### src/common/qdc_consts.vh
`ifndef QDC_CONSTS_VH
`define QDC_CONSTS_VH

// serial frame layout
`define QDC_FRAME_BITS        24
`define QDC_CNT_W             5
`define QDC_FRM_RW_BIT        23
`define QDC_FRM_ADDR_HI       22
`define QDC_FRM_ADDR_LO       21
`define QDC_FRM_SEL_HI        20
`define QDC_FRM_SEL_LO        16
`define QDC_FRM_REG_HI        20
`define QDC_FRM_REG_LO        18
`define QDC_FRM_CHAN_HI       17
`define QDC_FRM_CHAN_LO       16
`define QDC_FRM_DATA_HI       15
`define QDC_FRM_DATA_LO       0

// register group code carried in the frame for control-type writes
`define QDC_REG_CONTROL       3'h7

// top three data bits pick the control register
`define QDC_KEY_HI            15
`define QDC_KEY_LO            13
`define QDC_KEY_BOOST         3'h3
`define QDC_KEY_SLEW          3'h0

// boost converter control fields
`define QDC_BST_COMP_BIT      6
`define QDC_BST_PHASE_HI      5
`define QDC_BST_PHASE_LO      4
`define QDC_BST_FREQ_HI       3
`define QDC_BST_FREQ_LO       2
`define QDC_BST_MAXV_HI       1
`define QDC_BST_MAXV_LO       0
`define QDC_BST_COMP_RST      1'b0
`define QDC_BST_PHASE_RST     2'h0
`define QDC_BST_FREQ_RST      2'h1
`define QDC_BST_MAXV_RST      2'h0

// slew limit control fields
`define QDC_SLW_EN_BIT        12
`define QDC_SLW_RATE_HI       6
`define QDC_SLW_RATE_LO       3
`define QDC_SLW_STEP_HI       2
`define QDC_SLW_STEP_LO       0
`define QDC_SLW_EN_RST        1'b0
`define QDC_SLW_RATE_RST      4'h0
`define QDC_SLW_STEP_RST      3'h0

// readback selector codes
`define QDC_SEL_DATA_BASE     5'h00
`define QDC_SEL_CTRL_BASE     5'h04
`define QDC_SEL_GAIN_BASE     5'h08
`define QDC_SEL_OFFS_BASE     5'h0c
`define QDC_SEL_CLR_BASE      5'h10
`define QDC_SEL_SLEW_BASE     5'h14
`define QDC_SEL_STATUS        5'h18
`define QDC_SEL_MAIN_CTRL     5'h19
`define QDC_SEL_BOOST         5'h1a

// no-operation frame for device address 00
`define QDC_NOP_FRAME         24'h1ce000

`endif

### src/design/qdc_config_readback.v
`timescale 1ns/10ps
`include "qdc_consts.vh"
module qdc_config_readback (
  input  wire        CLK,
  input  wire        ARST_N,
  input  wire        SCLK,
  input  wire        SYNC_N,
  input  wire        SDIN,
  input  wire [1:0]  DEV_ADDR,
  input  wire        STATUS_ON_EVERY_WRITE,
  input  wire [63:0] DAC_DATA_IMG,
  input  wire [63:0] DAC_CTRL_IMG,
  input  wire [63:0] DAC_GAIN_IMG,
  input  wire [63:0] DAC_OFFS_IMG,
  input  wire [63:0] DAC_CLR_IMG,
  input  wire [15:0] STATUS_IMG,
  input  wire [15:0] MAIN_CTRL_IMG,
  output reg         SERIAL_DATA_OUT,
  output reg         SERIAL_DATA_OUT_OE,
  output reg         CONVERTER_COMPENSATION_SELECT,
  output reg  [1:0]  CONVERTER_PHASE_SELECT,
  output reg  [1:0]  CONVERTER_SWITCH_RATE_SELECT,
  output reg  [1:0]  BOOST_CEILING_SELECT,
  output reg  [3:0]  SLEW_LIMIT_ON,
  output reg  [15:0] SLEW_UPDATE_RATE,
  output reg  [11:0] SLEW_INCREMENT_SIZE
);

  // frame width kept as a parameter so a longer word could be tried
  parameter FRAME_BITS = `QDC_FRAME_BITS;

  // synchronised pin levels
  wire       sclk_s;
  wire       sync_n_s;
  wire       sdin_s;
  wire [1:0] addr_s;

  reg                    sclk_d_reg;
  reg                    sync_n_d_reg;
  reg [FRAME_BITS-1:0]   rx_reg;
  reg [FRAME_BITS-1:0]   tx_reg;
  reg [`QDC_CNT_W-1:0]   bit_cnt_reg;
  reg                    pend_reg;
  reg [4:0]              pend_sel_reg;

  wire sclk_fall  = sclk_d_reg & ~sclk_s;
  wire frame_open = sync_n_d_reg & ~sync_n_s;
  wire frame_shut = ~sync_n_d_reg & sync_n_s;
  // falling serial edge inside an open frame
  wire shift_edge = ~sync_n_s & sclk_fall;

  // every serial and address pin crosses two flops before anything looks at it; serial clock and
  // frame strobe reset high, their idle level, so reset makes no false edge
  qdc_sync #(
    .WIDTH   (5),
    .RST_VAL (5'h18)
  ) u_pin_sync (
    .clk    (CLK),
    .arst_n (ARST_N),
    .din    ({SCLK, SYNC_N, SDIN, DEV_ADDR}),
    .dout   ({sclk_s, sync_n_s, sdin_s, addr_s})
  );

  // 16-bit readback image of a channel's slew settings
  function [15:0] slew_word;
    input       en;
    input [3:0] rate;
    input [2:0] step;
    begin
      slew_word = {`QDC_KEY_SLEW, en, 5'h00, rate, step};
    end
  endfunction

  // one 16-bit lane out of a four-channel image
  function [15:0] lane;
    input [63:0] img;
    input [1:0]  ch;
    begin
      lane = img[16*ch +: 16];
    end
  endfunction

  // 16-bit readback image of the boost converter settings
  function [15:0] boost_word;
    input       comp;
    input [1:0] phase;
    input [1:0] rate;
    input [1:0] ceil;
    begin
      boost_word = {`QDC_KEY_BOOST, 6'h00, comp, phase, rate, ceil};
    end
  endfunction

  // selectors past the per-channel groups; codes 27 and up read as zero
  function [15:0] misc_word;
    input [4:0] sel;
    begin
      case (sel)
        `QDC_SEL_STATUS:    misc_word = STATUS_IMG;
        `QDC_SEL_MAIN_CTRL: misc_word = MAIN_CTRL_IMG;
        `QDC_SEL_BOOST:     misc_word = boost_word(CONVERTER_COMPENSATION_SELECT, CONVERTER_PHASE_SELECT,
                                                   CONVERTER_SWITCH_RATE_SELECT, BOOST_CEILING_SELECT);
        default:            misc_word = 16'h0000;
      endcase
    end
  endfunction

  // readback source selection by selector code
  function [15:0] read_mux;
    input [4:0] sel;
    reg   [1:0] ch;
    begin
      ch = sel[1:0];
      case (sel[4:2])
        3'h0: read_mux = lane(DAC_DATA_IMG, ch);
        3'h1: read_mux = lane(DAC_CTRL_IMG, ch);
        3'h2: read_mux = lane(DAC_GAIN_IMG, ch);
        3'h3: read_mux = lane(DAC_OFFS_IMG, ch);
        3'h4: read_mux = lane(DAC_CLR_IMG, ch);
        3'h5: read_mux = slew_word(SLEW_LIMIT_ON[ch], SLEW_UPDATE_RATE[4*ch +: 4],
                                   SLEW_INCREMENT_SIZE[3*ch +: 3]);
        3'h6: read_mux = misc_word(sel);
        default: read_mux = 16'h0000;
      endcase
    end
  endfunction

  // bit count of a complete frame, held at the counter's own width
  localparam [`QDC_CNT_W-1:0] FULL_CNT = FRAME_BITS;

  // decoded view of the word just closed
  wire       frm_full  = (bit_cnt_reg == FULL_CNT);
  wire       frm_mine  = (rx_reg[`QDC_FRM_ADDR_HI:`QDC_FRM_ADDR_LO] == addr_s);
  wire       frm_read  = rx_reg[`QDC_FRM_RW_BIT];
  wire       frm_ctrl  = (rx_reg[`QDC_FRM_REG_HI:`QDC_FRM_REG_LO] == `QDC_REG_CONTROL);
  // the no-op carries key 111, which matches no register, so it writes nothing
  wire [2:0] frm_key   = rx_reg[`QDC_KEY_HI:`QDC_KEY_LO];
  wire [1:0] frm_chan  = rx_reg[`QDC_FRM_CHAN_HI:`QDC_FRM_CHAN_LO];
  // only a whole frame for this device is acted on; a cut or foreign frame
  // leaves every register and any pending read as they were
  wire       accept    = frame_shut & frm_full & frm_mine;
  wire       wr_boost  = accept & ~frm_read & frm_ctrl & (frm_key == `QDC_KEY_BOOST);
  wire       wr_slew   = accept & ~frm_read & frm_ctrl & (frm_key == `QDC_KEY_SLEW);

  // edge history of the synchronised clock and frame strobe
  always @(posedge CLK or negedge ARST_N) begin
    if (!ARST_N) begin
      sclk_d_reg   <= 1'b1;
      sync_n_d_reg <= 1'b1;
    end else begin
      sclk_d_reg   <= sclk_s;
      sync_n_d_reg <= sync_n_s;
    end
  end

  // receive side: sample the input and count falling edges of the frame
  always @(posedge CLK or negedge ARST_N) begin
    if (!ARST_N) begin
      rx_reg      <= {FRAME_BITS{1'b0}};
      bit_cnt_reg <= {`QDC_CNT_W{1'b0}};
    end else if (frame_open) begin
      rx_reg      <= {FRAME_BITS{1'b0}};
      bit_cnt_reg <= {`QDC_CNT_W{1'b0}};
    end else if (shift_edge) begin
      rx_reg <= {rx_reg[FRAME_BITS-2:0], sdin_s};
      // saturate so an overlong frame is seen as malformed, not wrapped
      if (bit_cnt_reg != {`QDC_CNT_W{1'b1}})
        bit_cnt_reg <= bit_cnt_reg + 1'b1;
    end
  end

  // transmit side: the outgoing word is fixed as the frame opens and moves on
  // at each falling serial edge; the host samples it a full period later, just before the next fall
  always @(posedge CLK or negedge ARST_N) begin
    if (!ARST_N) begin
      tx_reg <= {FRAME_BITS{1'b0}};
    end else if (frame_open) begin
      if (pend_reg)
        tx_reg <= {3'h0, pend_sel_reg, read_mux(pend_sel_reg)};
      else if (STATUS_ON_EVERY_WRITE)
        tx_reg <= {8'h00, STATUS_IMG};
      else
        tx_reg <= {FRAME_BITS{1'b0}};
    end else if (shift_edge) begin
      tx_reg <= {tx_reg[FRAME_BITS-2:0], 1'b0};
    end
  end

  // serial output drives only while the frame strobe is low; the opening
  // cycle stays low so a bit left over from a cut frame never leaks out
  always @(posedge CLK or negedge ARST_N) begin
    if (!ARST_N) begin
      SERIAL_DATA_OUT    <= 1'b0;
      SERIAL_DATA_OUT_OE <= 1'b0;
    end else begin
      SERIAL_DATA_OUT    <= ~sync_n_s & ~frame_open & tx_reg[FRAME_BITS-1];
      SERIAL_DATA_OUT_OE <= ~sync_n_s;
    end
  end

  reg       pend_next;
  reg [4:0] pend_sel_next;

  // read request bookkeeping: a request arms the next frame's output,
  // any other accepted frame (write or no-op) consumes it
  always @* begin
    pend_next     = pend_reg;
    pend_sel_next = pend_sel_reg;
    if (accept) begin
      pend_next = frm_read;
      if (frm_read)
        pend_sel_next = rx_reg[`QDC_FRM_SEL_HI:`QDC_FRM_SEL_LO];
    end
  end

  // pending read state
  always @(posedge CLK or negedge ARST_N) begin
    if (!ARST_N) begin
      pend_reg     <= 1'b0;
      pend_sel_reg <= 5'h00;
    end else begin
      pend_reg     <= pend_next;
      pend_sel_reg <= pend_sel_next;
    end
  end

  reg       comp_next;
  reg [1:0] phase_next;
  reg [1:0] rate_next;
  reg [1:0] ceil_next;

  // next boost fields: hold unless an accepted boost write lands;
  // bits 12..7 of the data are never looked at
  always @* begin
    comp_next  = CONVERTER_COMPENSATION_SELECT;
    phase_next = CONVERTER_PHASE_SELECT;
    rate_next  = CONVERTER_SWITCH_RATE_SELECT;
    ceil_next  = BOOST_CEILING_SELECT;
    if (wr_boost) begin
      comp_next  = rx_reg[`QDC_BST_COMP_BIT];
      phase_next = rx_reg[`QDC_BST_PHASE_HI:`QDC_BST_PHASE_LO];
      rate_next  = rx_reg[`QDC_BST_FREQ_HI:`QDC_BST_FREQ_LO];
      ceil_next  = rx_reg[`QDC_BST_MAXV_HI:`QDC_BST_MAXV_LO];
    end
  end

  // boost converter control register
  always @(posedge CLK or negedge ARST_N) begin
    if (!ARST_N) begin
      CONVERTER_COMPENSATION_SELECT <= `QDC_BST_COMP_RST;
      CONVERTER_PHASE_SELECT        <= `QDC_BST_PHASE_RST;
      CONVERTER_SWITCH_RATE_SELECT  <= `QDC_BST_FREQ_RST;
      BOOST_CEILING_SELECT          <= `QDC_BST_MAXV_RST;
    end else begin
      CONVERTER_COMPENSATION_SELECT <= comp_next;
      CONVERTER_PHASE_SELECT        <= phase_next;
      CONVERTER_SWITCH_RATE_SELECT  <= rate_next;
      BOOST_CEILING_SELECT          <= ceil_next;
    end
  end

  reg [3:0]  slew_on_next;
  reg [15:0] slew_rate_next;
  reg [11:0] slew_step_next;

  // next slew fields: only the addressed channel's slice is replaced
  always @* begin
    slew_on_next   = SLEW_LIMIT_ON;
    slew_rate_next = SLEW_UPDATE_RATE;
    slew_step_next = SLEW_INCREMENT_SIZE;
    if (wr_slew) begin
      slew_on_next[frm_chan]          = rx_reg[`QDC_SLW_EN_BIT];
      slew_rate_next[4*frm_chan +: 4] = rx_reg[`QDC_SLW_RATE_HI:`QDC_SLW_RATE_LO];
      slew_step_next[3*frm_chan +: 3] = rx_reg[`QDC_SLW_STEP_HI:`QDC_SLW_STEP_LO];
    end
  end

  // per-channel slew settings register
  always @(posedge CLK or negedge ARST_N) begin
    if (!ARST_N) begin
      SLEW_LIMIT_ON       <= {4{`QDC_SLW_EN_RST}};
      SLEW_UPDATE_RATE    <= {4{`QDC_SLW_RATE_RST}};
      SLEW_INCREMENT_SIZE <= {4{`QDC_SLW_STEP_RST}};
    end else begin
      SLEW_LIMIT_ON       <= slew_on_next;
      SLEW_UPDATE_RATE    <= slew_rate_next;
      SLEW_INCREMENT_SIZE <= slew_step_next;
    end
  end

endmodule // qdc_config_readback

### src/design/qdc_sync.v
`timescale 1ns/10ps
// two-stage synchroniser for pin-level inputs
module qdc_sync #(
  parameter WIDTH = 1,
  parameter [WIDTH-1:0] RST_VAL = {WIDTH{1'b0}}
) (
  input  wire             clk,
  input  wire             arst_n,
  input  wire [WIDTH-1:0] din,
  output reg  [WIDTH-1:0] dout
);

  reg [WIDTH-1:0] meta_reg;

  // first stage feeds only the second stage; both stages reset to the
  // idle level of the pins so no false edge is seen as reset lifts
  always @(posedge clk or negedge arst_n) begin
    if (!arst_n) begin
      meta_reg <= RST_VAL;
      dout     <= RST_VAL;
    end else begin
      meta_reg <= din;
      dout     <= meta_reg;
    end
  end

endmodule // qdc_sync

### config.mk
export PLATFORM = sky130hd
export DESIGN_NAME = qdc_config_readback
export DESIGN_NICKNAME = d
export VERILOG_FILES = /design/src/design/qdc_config_readback.v /design/src/design/qdc_sync.v
export VERILOG_INCLUDE_DIRS = /design/src /design/src/common
export SDC_FILE = /design/constraint.sdc
export NUM_CORES = 1
export LEC_CHECK = 0
export BUFFER_PORTS_ARGS = -buffer_cell sky130_fd_sc_hd__clkbuf_2
export CAP_MARGIN = 20
export CELL_PAD_IN_SITES_DETAIL_PLACEMENT = 1
export CELL_PAD_IN_SITES_GLOBAL_PLACEMENT = 1
export CORE_MARGIN = 3
export CORE_UTILIZATION = 36
export DETAILED_ROUTE_END_ITERATION = 16
export PLACE_DENSITY = 0.89
export SLEW_MARGIN = 0
export SYNTH_ARGS = -nofsm -noshare
export SYNTH_HDL_FRONTEND = slang
export SYNTH_SLANG_ARGS = --single-unit
### constraint.sdc
create_clock -name CLK -period 3.1 [get_ports CLK]
set_input_delay 0.465 -clock CLK [delete_from_list [all_inputs] [get_ports CLK]]
set_output_delay 0.465 -clock CLK [all_outputs]
set_load 0.005 [all_outputs]
Yosys cells after proc, flatten, opt, wreduce, memory -nomap -nowiden
Index checks and enable logic that the tools add are counted.
{ "classes": {"addsub": 3, "mul": 2, "div_mod_pow": 0, "order_cmp": 3, "eq_ne": 14, "shift": 11, "mux": 18, "n_bitwise": 17, "reduce_logical": 7} }
{ "op_table": {"columns": ["operator", "count"], "rows": [
  ["variable part select 64 x 7 -> 16 bit", 5],
  ["one-hot mux 16 bit (7 select lines)", 1],
  ["two-way mux 24 bit", 4],
  ["negation 4 -> 34 bit", 2],
  ["one-hot mux 16 bit (3 select lines)", 1],
  ["variable shift 3 x 34 -> 12 bit (first input constant)", 1],
  ["variable shift 4 x 34 -> 16 bit (first input constant)", 1],
  ["variable part select 3 x 34 -> 12 bit", 1],
  ["variable part select 4 x 34 -> 16 bit", 1],
  ["two-way mux 21 bit", 1],
  ["== test 5 bit (second input constant)", 4],
  ["bitwise mux 16 bit", 1],
  ["two-way mux 16 bit", 1],
  ["variable part select 16 x 5 -> 4 bit", 1],
  ["two-way mux 5 bit", 3],
  ["AND 1 bit", 12],
  ["bitwise mux 12 bit", 1],
  ["== test 3 bit (second input constant)", 4],
  ["variable part select 12 x 5 -> 3 bit", 1],
  ["== test 3 x 2 -> 1 bit (second input constant)", 3],
  ["multiplier 2 x 2 -> 4 bit (first input constant)", 2],
  ["zero test 3 bit", 2],
  ["< comparator 2 x 3 -> 1 bit (second input constant)", 2],
  ["adder 5 x 1 -> 5 bit (second input constant)", 1],
  ["other kinds (12)", 19]
]} }
{ "totals": {"regBits": 112, "latch_bits": 0, "ram_bits": 0, "romBits": 0, "wordCells": 93, "memories": 0} }

Depth between registers and ports, before layout
{ "depth": {"word_depth": 7, "depth_mapped": 10} }

Cells and area by module
A second synthesis with hierarchy kept.
{ "hier_totals": {"hier_cells": 975, "area_unflattened_um2": 8200.4} }
{ "modules_own_cells": {"columns": ["mod", "n_inst", "cells_each", "area_per_inst_um2"], "rows": [
  ["qdc_config_readback", 1, 965, 7945.1],
  ["qdc_sync", 1, 10, 255.2]
]} }

Worst setup path after synthesis
No wires, ideal clock.
{ "synth_timing": {"path_kind": "reg-to-reg", "start": "register bit_cnt_reg[0]", "end": "register BOOST_CEILING_SELECT[0]", "arrival_ps": 1994, "required_time_ps": 2975, "path_slack_ps": 981, "stages_incl_launch_ff": 9, "n_path_buf": 1, "period_less_slack_ps": 2119, "path_cell_list": "dfrtp_1 -> inv_1 -> ha_1 -> nand4b_1 -> or3_4 -> nor4_4 -> and3_1 -> buf_4 -> mux2_2"} }
{ "synth_via": {"elab_chain_len": 6} }
{ "synth_lines": {"columns": ["item", "line_no", "source"], "rows": [
  ["start, declared", "qdc_config_readback.v:42", "reg [`QDC_CNT_W-1:0] bit_cnt_reg;"],
  ["start signal, assigned", "qdc_config_readback.v:160", "bit_cnt_reg <= {`QDC_CNT_W{1'b0}};"],
  ["start signal, assigned", "qdc_config_readback.v:163", "bit_cnt_reg <= {`QDC_CNT_W{1'b0}};"],
  ["start signal, assigned", "qdc_config_readback.v:168", "bit_cnt_reg <= bit_cnt_reg + 1'b1;"],
  ["== test 5 bit", "qdc_config_readback.v:132", "wire frm_full = (bit_cnt_reg == FULL_CNT);"],
  ["AND 1 bit (2 in series)", "qdc_config_readback.v:141", "wire accept = frame_shut & frm_full & frm_mine;"],
  ["AND 1 bit (3 in series)", "qdc_config_readback.v:142", "wire wr_boost = accept & ~frm_read & frm_ctrl & (frm_key == `QDC_KEY_BOOST);"],
  ["end signal, assigned", "qdc_config_readback.v:253", "BOOST_CEILING_SELECT <= `QDC_BST_MAXV_RST;"],
  ["end signal, assigned", "qdc_config_readback.v:258", "BOOST_CEILING_SELECT <= ceil_next;"],
  ["end, declared", "qdc_config_readback.v:23", "output reg [1:0] BOOST_CEILING_SELECT,"]
]} }
No other way between the ends.
A chain may end at the register's enable or synchronous reset.

Worst setup path after layout
{ "layout_timing": {"start": "register pend_sel_reg[3]", "end": "register tx_reg[10]"} }
{ "layout_via": {"elab_chain_len": 5} }
{ "layout_lines": {"columns": ["item", "line_no", "source"], "rows": [
  ["start, declared", "qdc_config_readback.v:44", "reg [4:0] pend_sel_reg;"],
  ["start signal, assigned", "qdc_config_readback.v:223", "pend_sel_reg <= pend_sel_next;"],
  ["== test 5 bit (on tied branches)", null, null],
  ["one-hot mux 16 bit (3 select lines)", "qdc_config_readback.v:98", "case (sel)"],
  ["one-hot mux 16 bit (7 select lines) *", "qdc_config_readback.v:114", "case (sel[4:2])"],
  ["two-way mux 21 bit *", "qdc_config_readback.v:178", "if (pend_reg)"],
  ["two-way mux 24 bit *", "qdc_config_readback.v:177", "end else if (frame_open) begin"],
  ["end signal, assigned", "qdc_config_readback.v:176", "tx_reg <= {FRAME_BITS{1'b0}};"],
  ["end signal, assigned", "qdc_config_readback.v:179", "tx_reg <= {3'h0, pend_sel_reg, read_mux(pend_sel_reg)};"],
  ["end signal, assigned", "qdc_config_readback.v:181", "tx_reg <= {8'h00, STATUS_IMG};"],
  ["end, declared", "qdc_config_readback.v:41", "reg [FRAME_BITS-1:0] tx_reg;"]
]} }
Every way passes the cells marked *; elsewhere a longest branch is shown, timed or not.

==> metrics.yaml <==
run_status:
  status: "finished, final reports clean"
detailed_routing:
  wl_per_cell_um: 26.0
  num_vias: 10100
  routed.top_layer: "met5"
  met3WireLength_mm: 3.28
  wl_met1_mm: 16.8
  dr_wl_met2_mm: 21.8
  drt-pass1-iter-count: 5
  wl_mm: 44.0
  detail-route-antenna-nets: 0
  viasPerCell: 5.96
  drt_iter0_markers: 840
  drcViolationCount: 0
global_route:
  overflow: 0
  grt_pass1_wl_mm: 65.2
  grt_pass1_vias: 10500
  grt_max_degree: 75
  antenna_found_initial: 17
  gr-usage-all-layers: 0.329
pwr:
  internal_power_uw: 2450
  p_switching_uw: 880
  p_seq_frac: 0.468
  p_clk_frac: 0.368
  leakagePower_uw: 0.00492
  comb_power_share: 0.164
  peakVddDrop_mv: 0.262
  sw_frac_of_total: 0.264
  cellPowerDensity_mw_per_mm2: 298
layout:
  fill_cells: 2895
  drive_gt1_frac: 0.399
  fin_nets: 1737
  area.growth.synth_to_final_pct: 31.6
  final_util: 0.488
timing:
  final.min_clock_period_ns: 2.66
  hold_viol_final: 0
  min_period_over_period: 0.860
  rsz0062_at_grt: "false"
  tightestPinTransition_ns: 1.02
  fin_tns_setup_ns: 0
  maxClockFrequency_mhz: 375
  relSlewSlack: 0.323
  setup_viol: 0
  finalMaxSlewViolations: 0
  skew_ns: 0.00811
  hold-worst-slack_ns: 0.187
  setup_slack_ns: 0.435
cts:
  postCtsSetupBuffers: 0
  htreeDepth: 3
  cts_buffers: 9
  clk_pin_slew_ns: 0.08
  cts_resized: 0
  clockBufferDepth: 2
  cts_hold_buf: 0
  worst_skew_pair.late_latency_ns: 0.36
  cts_tree: "done"
  cts_root_buf: "clkbuf_16"
  clock_sinks: 112
worst_setup_path:
  start_kind: "flop"
  crit_fanout: 30
  cpMaxStageDelayCell: "dfrtp_2"
  cp_cell_sequence: "nor2b_4 > buf_4 > and3_1 > a2111oi_0 > nor3_1 > a31oi_1 > a21oi_1"
  crit_path_end_kind: "flop"
  required_ns: 3.34
  cpLargestDelayFamily: "flip-flops"
  arrival_ns: 2.90
  critical-path-max-stage-delay_ns: 0.88
  worst-path-buf-inv: 1
  criticalPathCategory: "reg2reg"
yosys:
  netlist_instances: 1005
  yosysSeqAreaShare: 0.331
  yosys_warnings: 0
  synth_most_common_cell: "nand2_1"
  synth.distinct_cells: 67
  synth_top_cell_by_area: "dfrtp_1"
  synthFlopType: "dfrtp_1"
  synthTopCellsByArea: "dfrtp_1 31%, nand2_1 8.0%, o21ai_0 6.2%"
  synth_edf_count: 0
  yosysTopAreaCellShare: 0.309
  synth_fp_nets: 1375
  netlist_area_mm2: 0.00849
  synthTopCellsByCount: "180 x nand2_1, 105 x dfrtp_1, 105 x o21ai_0"
  async_flop_share: 1.00
  ys_ff_latch: 112
  synth_area_per_cell_um2: 8.45
floorplanning:
  io_pins: 401
  rows: 55
  initial_core_util: 0.371
  chipHeight_um: 160
  coreArea_mm2: 0.0229
  die_w_um: 160
  dieArea_mm2: 0.0255
run:
  cap_violations: 0
placed_design:
  gp_congestion: 1.03
  dp_slack_ns: 0.493
  dp_hpwl_mm: 34.9
  io_buffers: 400
min_path:
  hp-class: "in2reg"
[through the flow]
| stage | area (µm²) | instances | total power [µW] |
|---|---|---|---|
| floorplan | 8490 | 1005 | 1760 |
| global placement | 10900 | 1669 | 2100 |
| detailed placement | 10900 | 1669 | 2120 |
| CTS | 11200 | 1685 | 3330 |
| global route | 11200 | 1694 | 3450 |
| finish | 11200 | 1694 | 3330 |
[kinds of logic (layout without fill, tap and decap cells)]
kind of cell | Yosys count | count (layout) | synth area share
buffers and inverters | 100 | 467 | 0.0520
adders and majority gates | 12 | 12 | 0.0171
muxes | 110 | 110 | 0.170
xor gates and xnor gates | 6 | 6 | 0.00619
and+or+nand+nor | 317 | 317 | 0.170
other | 0 | 9 | 0
DFF | 112 | 112 | 0.331
AOI/OAI and AO/OA | 348 | 348 | 0.253
[final timing paths]
path | to | cells past startpoint | from | slack, ns
worst max-delay path | tx_reg[10]$_DFFE_PN0P_ | 7 | pend_sel_reg[3]$_DFFE_PN0P_ | 0.44
worst min-delay path | u_pin_sync.meta_reg[4]$_DFF_PN1_ | 1 | SCLK | 0.19
worst max register to register | tx_reg[10]$_DFFE_PN0P_ | 7 | pend_sel_reg[3]$_DFFE_PN0P_ | 0.44
worst min register to register | u_pin_sync.dout[0]$_DFF_PN0_ | 0 | u_pin_sync.meta_reg[0]$_DFF_PN0_ | 0.35
max in group asynchronous | SLEW_INCREMENT_SIZE[2]$_DFFE_PN0P_ | 2 | ARST_N | 2.06
min in group asynchronous | bit_cnt_reg[3]$_DFFE_PN0P_ | 1 | ARST_N | 0.26
[layout by cell type (no fill, tap or decap), types with 4 or more instances in the layout]
cell type	synthesis	layout
o221ai_1	9	9
buf_4	5	39
mux2_2	44	44
inv_1	11	11
o211ai_1	10	10
o31ai_1	7	7
a221oi_1	11	11
nand4_1	10	10
nor3b_1	5	4
xnor2_1	4	4
a31oi_1	16	16
nand3_1	16	16
a22oi_1	29	29
a32oi_1	9	9
dfrtp_1	105	100
ha_1	10	10
nor3_1	10	10
clkbuf_16	0	9
o2111ai_1	5	5
diode_2	0	9
o21ai_0	105	105
nor2_1	44	44
o22ai_1	13	13
and2_1	6	6
nand2b_1	7	7
mux2i_1	43	43
a211oi_1	6	6
a21oi_1	98	98
dfstp_2	7	7
and3_1	7	7
nor2b_1	9	7
mux4_2	23	23
nand2_1	180	180
nand3b_1	8	8
clkbuf_2	1	399
[power groups by stage]
stage / sequential (µW) / clock [µW] / combinational [µW]
6_report: 1560 / 1220 / 545
5_1_grt: 1560 / 1300 / 590
4_1_cts: 1560 / 1240 / 539
3_5_place_dp: 1580 / 0 / 535
3_3_place_gp: 1580 / 0 / 524
2_1_floorplan: 1570 / 0 / 186
[cell type report]
type                    count  area [µm²]  area share
well taps                 313         392      0.0350
multi-input cells         793        5270       0.471
clock buffers              10         239      0.0214
clock inverters             6        67.6     0.00604
repair buffers            440        2330       0.208
inverters                  11        41.3     0.00369
flip-flops and latches    112        2820       0.252
diodes                      9        22.5     0.00201
[layer usage]
layer  track usage  vias up
met3        0.0736      122
met2         0.558      486
met4         0.155       16
met1         0.398     5020
li1              -     4458
met5             0        -
Note: power is estimated with default switching activity, not from simulation.
